**config.mk**
```make
export PLATFORM = sky130hd
export DESIGN_NAME = gtc_timer
export DESIGN_NICKNAME = d
export VERILOG_FILES = /design/src/hdl/gtc_pkg.sv /design/src/hdl/gtc_sync2.sv /design/src/hdl/gtc_timer.sv
export SDC_FILE = /design/constraint.sdc
export NUM_CORES = 1
export LEC_CHECK = 0
export BUFFER_PORTS_ARGS = -buffer_cell sky130_fd_sc_hd__buf_2
export CELL_PAD_IN_SITES_DETAIL_PLACEMENT = 0
export CELL_PAD_IN_SITES_GLOBAL_PLACEMENT = 1
export CORE_AREA = 2 2 78 98
export CTS_CLUSTER_DIAMETER = 120
export DETAILED_ROUTE_END_ITERATION = 8
export DIE_AREA = 0 0 80 100
export GPL_TIMING_DRIVEN = 0
export PLACE_DENSITY = 0.83
export REMOVE_ABC_BUFFERS = 1
export SYNTH_ARGS = -nofsm -noshare
export SYNTH_HDL_FRONTEND = slang
export SYNTH_SLANG_ARGS = --single-unit
```
**constraint.sdc**
```tcl
create_clock -name clock -period 1.3 [get_ports clock]
set_input_delay 0.13 -clock clock [delete_from_list [all_inputs] [get_ports clock]]
set_output_delay 0.13 -clock clock [all_outputs]
set_load 0.05 [all_outputs]
```
**src/hdl/gtc_pkg.sv**
```systemverilog
// package of constants for the gated timer with asynchronous counting
package gtc_pkg;

  // ----------------------------------------------------------------
  // widths
  // ----------------------------------------------------------------
  localparam int COUNT_W   = 16;
  localparam int BYTE_W    = 8;
  localparam int PRESC_W   = 3;

  // ----------------------------------------------------------------
  // gate source select encodings
  // ----------------------------------------------------------------
  localparam logic [1:0] GATE_SRC_PIN  = 2'h0;
  localparam logic [1:0] GATE_SRC_T0   = 2'h1;
  localparam logic [1:0] GATE_SRC_CMP  = 2'h2;
  localparam logic [1:0] GATE_SRC_RSVD = 2'h3;

  // ----------------------------------------------------------------
  // reset values and counter landmarks
  // ----------------------------------------------------------------
  localparam logic [15:0] COUNT_RESET  = 16'h0000;
  localparam logic [15:0] COUNT_MAX    = 16'hFFFF;
  localparam logic [7:0]  T0_MAX       = 8'hFF;
  localparam logic [7:0]  T0_MIN       = 8'h00;
  localparam logic [2:0]  PRESC_RESET  = 3'h0;

  // ----------------------------------------------------------------
  // clock
  // ----------------------------------------------------------------
  localparam int CLOCK_MHZ = 200;

endpackage : gtc_pkg

```
**src/hdl/gtc_sync2.sv**
```systemverilog
// two-flop synchroniser for level inputs arriving from outside the clock domain
`timescale 1ns/100ps

module gtc_sync2 #(
  parameter int WIDTH = 1
) (
  input  wire logic             clock,
  input  wire logic             rstSync_n,
  input  wire logic [WIDTH-1:0] asyncIn,
  output logic      [WIDTH-1:0] syncOut
);

  typedef struct packed {
    logic [WIDTH-1:0] stage1;
    logic [WIDTH-1:0] stage2;
  } gtc_sync_t;

  gtc_sync_t st_r;
  gtc_sync_t st_nxt;

  // first stage is read only by the second stage
  always_comb begin
    st_nxt        = st_r;
    st_nxt.stage1 = asyncIn;
    st_nxt.stage2 = st_r.stage1;
  end

  // registered state
  always_ff @(posedge clock or negedge rstSync_n) begin
    if (!rstSync_n) begin
      st_r <= '0;
    end else begin
      st_r <= st_nxt;
    end
  end

  assign syncOut = st_r.stage2;

endmodule : gtc_sync2

```
**src/hdl/gtc_timer.sv**
```systemverilog
// gated 16-bit up-counter with asynchronous external counting and gate control
`timescale 1ns/100ps

module gtc_timer (
  input  wire logic       clock,
  input  wire logic       reset_n,
  input  wire logic       timerOn,
  input  wire logic       clockSourceExt,
  input  wire logic       instrTick,
  input  wire logic       extClockPin,
  input  wire logic       asyncNoSync,
  input  wire logic [1:0] prescaleSelect,
  input  wire logic       sleepMode,
  input  wire logic       gateEnable,
  input  wire logic       gatePolarity,
  input  wire logic [1:0] gateSourceSelect,
  input  wire logic       gateToggle,
  input  wire logic       singlePulse,
  input  wire logic       goSet,
  input  wire logic       goClear,
  input  wire logic       gateInputPin,
  input  wire logic [7:0] eightBitTimer,
  input  wire logic       comparatorSyncOut,
  input  wire logic       countWriteHigh,
  input  wire logic       countWriteLow,
  input  wire logic [7:0] countWriteData,
  input  wire logic       specialEventTrigger,
  input  wire logic       overflowFlagClear,
  input  wire logic       gateEventFlagClear,
  input  wire logic       overflowIrqEn,
  input  wire logic       gateEventIrqEn,
  input  wire logic       peripheralIrqEn,
  input  wire logic       globalIrqEn,
  output logic [7:0]      countHighByte,
  output logic [7:0]      countLowByte,
  output logic            gateLevelStatus,
  output logic            pulseAcquireGo,
  output logic            gateEventFlag,
  output logic            overflowFlag,
  output logic            irqRequest,
  output logic            wakeRequest
);

  // ----------------------------------------------------------------
  // reset release and input synchronisers
  // ----------------------------------------------------------------
  logic [1:0] rstPipe_r;
  logic       rstSync_n;
  logic [2:0] pinSync;

  // reset asserts at once, releases after two clean edges
  always_ff @(posedge clock or negedge reset_n) begin
    if (!reset_n) begin
      rstPipe_r <= 2'b00;
    end else begin
      rstPipe_r <= {rstPipe_r[0], 1'b1};
    end
  end
  assign rstSync_n = rstPipe_r[1];

  gtc_sync2 #(
    .WIDTH (3)
  ) u_pinSync (
    .clock     (clock),
    .rstSync_n (rstSync_n),
    .asyncIn   ({comparatorSyncOut, gateInputPin, extClockPin}),
    .syncOut   (pinSync)
  );

  // ----------------------------------------------------------------
  // helper functions
  // ----------------------------------------------------------------
  function automatic logic [2:0] prescaleLast(input logic [1:0] sel);
    prescaleLast = 3'((4'h1 << sel) - 4'h1);
  endfunction : prescaleLast

  function automatic logic gateSource(input logic [1:0] sel, input logic pin,
                                      input logic t0, input logic cmp);
    if (sel == gtc_pkg::GATE_SRC_PIN) begin
      gateSource = pin;
    end else if (sel == gtc_pkg::GATE_SRC_T0) begin
      gateSource = t0;
    end else if (sel == gtc_pkg::GATE_SRC_CMP) begin
      gateSource = cmp;
    end else begin
      gateSource = 1'b0;
    end
  endfunction : gateSource

  // ----------------------------------------------------------------
  // state
  // ----------------------------------------------------------------
  typedef struct packed {
    logic [15:0] count;
    logic [2:0]  presc;
    logic        extPrev;
    logic        extRiseAligned;
    logic [7:0]  t0Prev;
    logic        t0Pulse;
    logic        srcPrev;
    logic        toggleFf;
    logic        ctlPrev;
    logic        goBit;
    logic        spActive;
    logic        gateLvl;
    logic        gateEvt;
    logic        ovf;
    logic        irq;
    logic        wake;
  } gtc_state_t;

  gtc_state_t st_r;
  gtc_state_t st_nxt;

  // combinational terms shared with the checks
  logic srcRaw;
  logic gateCtl;
  logic ctlRise;
  logic ctlFall;
  logic gateOpen;
  logic tick;
  logic sleepRun;
  logic countEn;
  logic prescWrap;
  logic incNow;
  logic anyWrite;

  // ----------------------------------------------------------------
  // next-state logic
  // ----------------------------------------------------------------
  always_comb begin
    st_nxt = st_r;

    // timer0 wrap becomes a one-cycle rising pulse into the gate path
    st_nxt.t0Prev  = eightBitTimer;
    st_nxt.t0Pulse = (st_r.t0Prev == gtc_pkg::T0_MAX) && (eightBitTimer == gtc_pkg::T0_MIN);

    srcRaw = gateSource(gateSourceSelect, pinSync[1], st_r.t0Pulse, pinSync[2]);
    st_nxt.srcPrev = srcRaw;

    // toggle flip-flop; held clear when toggle is off or the timer is off
    if (!gateToggle || !timerOn) begin
      st_nxt.toggleFf = 1'b0;
    end else if (srcRaw && !st_r.srcPrev) begin
      st_nxt.toggleFf = !st_r.toggleFf;
    end

    // polarity turns the (possibly toggled) source into an active-high control
    gateCtl = (gateToggle ? st_r.toggleFf : srcRaw) ~^ gatePolarity;
    st_nxt.ctlPrev = gateCtl;
    ctlRise = gateCtl && !st_r.ctlPrev;
    ctlFall = !gateCtl && st_r.ctlPrev;

    // single-pulse acquisition: arm on go, open on next rise, finish on fall
    if (!singlePulse) begin
      st_nxt.spActive = 1'b0;
    end else if (st_r.spActive && ctlFall) begin
      st_nxt.spActive = 1'b0;
    end else if (st_r.goBit && !st_r.spActive && ctlRise) begin
      st_nxt.spActive = 1'b1;
    end
    if (singlePulse && st_r.spActive && ctlFall) begin
      st_nxt.goBit = 1'b0;
    end else if (goSet) begin
      st_nxt.goBit = 1'b1;
    end else if (goClear) begin
      st_nxt.goBit = 1'b0;
    end

    gateOpen = singlePulse ? (st_r.spActive && gateCtl) : gateCtl;
    st_nxt.gateLvl = gateOpen;

    // gate event flag: a fresh falling level wins over a clear
    if (st_r.gateLvl && !gateOpen) begin
      st_nxt.gateEvt = 1'b1;
    end else if (gateEventFlagClear) begin
      st_nxt.gateEvt = 1'b0;
    end

    // incrementing edge; sync mode takes one more alignment stage, so
    // switching modes can lose or repeat one edge
    st_nxt.extPrev        = pinSync[0];
    st_nxt.extRiseAligned = pinSync[0] && !st_r.extPrev;
    if (clockSourceExt) begin
      tick = asyncNoSync ? (pinSync[0] && !st_r.extPrev) : st_r.extRiseAligned;
    end else begin
      tick = instrTick;
    end

    // sleep halts the count except in async external counting; gate, flags and interrupts keep running
    sleepRun = !sleepMode || (asyncNoSync && clockSourceExt);
    countEn  = timerOn && (!gateEnable || gateOpen) && sleepRun;

    prescWrap = (st_r.presc == prescaleLast(prescaleSelect));
    incNow    = 1'b0;
    if (tick && countEn) begin
      st_nxt.presc = prescWrap ? gtc_pkg::PRESC_RESET : 3'(st_r.presc + 3'h1);
      incNow       = prescWrap;
    end

    anyWrite = countWriteHigh || countWriteLow;
    if (anyWrite) begin
      // byte write beats the compare clear and resets the hidden prescaler
      st_nxt.presc = gtc_pkg::PRESC_RESET;
      if (countWriteHigh) begin
        st_nxt.count[15:8] = countWriteData;
      end
      if (countWriteLow) begin
        st_nxt.count[7:0] = countWriteData;
      end
    end else if (specialEventTrigger) begin
      st_nxt.count = gtc_pkg::COUNT_RESET;
    end else if (incNow) begin
      st_nxt.count = 16'(st_r.count + 16'h0001);
    end

    // overflow only from a real rollover, never from the compare clear
    if (incNow && !anyWrite && !specialEventTrigger && st_r.count == gtc_pkg::COUNT_MAX) begin
      st_nxt.ovf = 1'b1;
    end else if (overflowFlagClear) begin
      st_nxt.ovf = 1'b0;
    end

    // wake needs no global enable; servicing does
    st_nxt.wake = st_r.ovf && overflowIrqEn && timerOn && peripheralIrqEn;
    st_nxt.irq  = peripheralIrqEn && globalIrqEn &&
                  ((st_r.ovf && overflowIrqEn && timerOn) ||
                   (st_r.gateEvt && gateEventIrqEn));
  end

  // registered state
  always_ff @(posedge clock or negedge rstSync_n) begin
    if (!rstSync_n) begin
      st_r <= '0;
    end else begin
      st_r <= st_nxt;
    end
  end

  // ----------------------------------------------------------------
  // outputs, all straight from flip-flops
  // ----------------------------------------------------------------
  // byte reads come from the settled register, never mid-increment
  assign countHighByte   = st_r.count[15:8];
  assign countLowByte    = st_r.count[7:0];
  assign gateLevelStatus = st_r.gateLvl;
  assign pulseAcquireGo  = st_r.goBit;
  assign gateEventFlag   = st_r.gateEvt;
  assign overflowFlag    = st_r.ovf;
  assign irqRequest      = st_r.irq;
  assign wakeRequest     = st_r.wake;
endmodule : gtc_timer

```
==> results.tsv <==
metric	value	unit
status	finished with violations	
failing checks	setup timing	
XOR/XNOR Fraction of Synth Area	0.725	%
Hold Violations, Final	0	
synthesized cell area	2420	um2
number of clock sinks	48	
top area cells in the synthesized netlist	dfrtp_1, buf_4, nand2_1, a21oi_1, o21ai_0	
initial antenna violation count	0	
total DRC errors in the routed layout	0	
power density of the placed cells	1140	nW/um2
fraction of final layout cells with drive strength greater than 1	36.0	%
worst path arrival time	2250	ps
leakage power total	1.45	nW
fraction of synthesized area in multiplexers	1.35	%
achievable clock frequency	487	MHz
Bufs on Longest Clock Path	2	
number of synthesized flops with an enable pin	0	
global-route wire length before repair	9800	um
growth of design area from synthesis to finish	33.6	%
post-route total power	3.67	mW
Async SR Flop Fraction	100	%
portion of the clock cycle consumed by the worst path in the final layout	158	%
detailed-route wire length per cell	15.1	um
Rows	35	
number of clock buffers inserted by TritonCTS	5	
number of warnings printed during yosys synthesis	0	
starting utilization of the core area	33.6	%
gate count of the mapped netlist	239	
worst setup path class	reg -> reg	
IO Pins	67	
Final Max Slew Viols	0	
wirelength, routed	6190	um
pin count of the biggest net entering global routing	28	
die span in x	80	um
core region area	7180	um2
vias	2172	
Max-Slew Margin vs Limit	49.5	%
count of input and output buffers	66	
slew of the pin with the lowest slew margin	757	ps
vias in the first global route	2087	
number of iterations in the first detailed-routing pass	4	
worst IR drop on VDD	909	uV
Synth Flop Type	dfrtp_1	
clock tree from TritonCTS	done	
kind of start point of the critical path	flip-flop	
combinational family with the most area after synthesis	simple AND/OR/NAND/NOR gates	
leading area contributor after synthesis	dfrtp_1	
clock slew seen by the registers of the worst setup and hold paths	100	ps
top cell type's share of synthesized area	49.7	%
insertion delay to the later sink of the worst-skew pair	300	ps
data required time of the worst path	1490	ps
area fraction in compound gates after synthesis	17.9	%
overall routing resource usage	15.6	%
Netlist cell types	51	
min Tclk post-route	2050	ps
setup repair after global routing missed its margin	true	
crit path max fanout	5	
clock skew after layout	17.2	ps
share of synthesized area occupied by flip-flops and latches	49.7	%
kind of end point of the critical path	flip-flop	
average via count per standard cell	5.31	
Clk Tree Root Cell	clkbuf_8	
post-route setup TNS	-14110	ps
Setup-failing EPs final	26	
routability congestion estimate from global placement	0.780	
htree depth	2	
mean instance size in the synthesized netlist	10.1	um2
Routed Antenna Nets	0	
Post-DP HPWL	4290	um
fraction of the mapped netlist area in simple logic gates	21.2	%
post-synthesis share of cell area spent on full adders, half adders and majority gates	1.04	%
die outline area	8000	um2
post-synthesis register bit count	48	
NumNets Final	364	
grt ovf	0	
Antenna Cells	0	
number of max-capacitance violations reported	0	
Hold Path Class	in -> reg	
Setup WS post-layout	-753	ps
initial detailed-routing violation count	71	
vertical die dimension	100	um
-- metal layers --
metal  vias up  share of wire [%]  wire length, um  GRT usage, %
met1      1072                 40             2460          18.3
met5         -                  0                0             0
met3        12                4.9              301          3.87
met2        61                 54             3320          27.8
li1       1027                  -                -             -
met4         0                1.7              108          4.69
-- critical path, cell delays in order, from the launching register on --
cell       delay, ps
dfrtp_1          430
or4_4            500
nor2_4           120
buf_4            140
nor2_1            90
or3_1            350
o211ai_1         230
a2bb2oi_2         90
-- report_power, final --
part           switching [mW]  internal [mW]
sequential              0.140           1.61
combinational           0.556          0.317
clock                   0.484          0.565
-- kinds of logic (layout without fill, tap and decap cells) --
group,after synthesis,in the layout
compound gates,60,60
mux,3,3
flops,48,48
buf+inv,33,111
xor+xnor,2,2
fa+ha+maj,2,2
other cells,1,1
simple gates,90,90
-- worst paths after layout --
| kind | startpoint | to | slack (ps) | depth (start not counted) |
|---|---|---|---|---|
| hold / removal | overflowFlagClear | overflowFlag | 10 | 2 |
| setup reg to reg | st_r[22] | countLowByte[6] | -750 | 7 |
| setup / recovery | st_r[22] | countLowByte[6] | -750 | 7 |
| hold reg to reg | rstPipe_r[1] | countLowByte[3] | 210 | 0 |
| max in group asynchronous | rstPipe_r[1] | countHighByte[3] | 580 | 1 |
| min in group asynchronous | reset_n | rstPipe_r[1] | 140 | 2 |
-- cells in the mapped netlist, types with 2 or more instances --
| library cell | number |
|---|---|
| nor3_2 | 2 |
| o22ai_1 | 3 |
| o211a_1 | 2 |
| o41ai_1 | 2 |
| o211ai_1 | 3 |
| nor2_1 | 8 |
| nor3_1 | 7 |
| nand3_1 | 7 |
| buf_4 | 18 |
| nand2b_1 | 5 |
| and4_1 | 2 |
| o31ai_1 | 5 |
| or3_1 | 4 |
| mux2_2 | 2 |
| and3_1 | 4 |
| or2_2 | 2 |
| nand3b_1 | 2 |
| o21ai_0 | 11 |
| or4_1 | 2 |
| dfrtp_1 | 48 |
| nand2_1 | 24 |
| nand4_1 | 8 |
| nor4_1 | 2 |
| ha_1 | 2 |
| a22o_1 | 6 |
| nor2b_1 | 2 |
| a41oi_1 | 3 |
| a21oi_1 | 11 |
| a32o_1 | 5 |
| o2111ai_1 | 2 |
| xnor2_1 | 2 |
| nand4b_1 | 2 |
| o31a_1 | 2 |
| inv_1 | 12 |
-- area by class of cell --
| type | instances | area, um2 |
|---|---|---|
| multi-input cells | 158 | 1170 |
| repair buffers | 92 | 591 |
| flip-flops and latches | 48 | 1200 |
| clock inverters | 1 | 30.0 |
| inverters | 12 | 45.0 |
| fillers | 716 | 3960 |
| well taps | 92 | 115 |
| clock buffers | 6 | 72.6 |
-- layout by cell type (no fill, tap or decap), drive strengths merged, types with 4 or more instances in the layout --
| cell | instances |
|---|---|
| a32o | 5 |
| a22o | 6 |
| a21oi | 11 |
| nor3 | 9 |
| dfrtp | 48 |
| o21ai | 11 |
| nand4 | 8 |
| buf | 77 |
| and3 | 4 |
| nand3 | 7 |
| nand2b | 5 |
| dlygate4sd3 | 13 |
| o31ai | 5 |
| inv | 12 |
| nor2 | 9 |
| clkbuf | 8 |
| nand2 | 24 |
| or3 | 4 |
-- flip-flops by register name, summed over array words and instances (netlist names) --
name / cells
gateLevelStatus: 1
pulseAcquireGo: 1
irqRequest: 1
overflowFlag: 1
u_pinSync.st_nxt: 3
gateEventFlag: 1
wakeRequest: 1
rstPipe_r: 2
countHighByte: 8
u_pinSync.syncOut: 3
countLowByte: 8
st_r: 18
-- metrics by stage --
stage	instances	hold slack (ps)	cell area [um2]	util (%)	worst slack, ps
2_1_floorplan	218	-166	2270	-	-853
3_3_place_gp	376	-84.2	2710	37.8	-1160
3_5_place_dp	377	-82.2	2740	38.1	-1150
4_1_cts	406	1.05	3180	44.3	-793
5_1_grt	409	17.2	3230	44.9	-849
6_report	409	12.6	3230	44.9	-753
-- repair_timing --
action / CTS / global route
hold endpoints to repair: 14 / 0
pin swaps: 30 / 6
setup endpoints to repair: 25 / 27
resized for setup: 29 / 7
hold buffers: 13 / 0
buffers inserted: 9 / 3
Power figures use the tool's default switching activity.
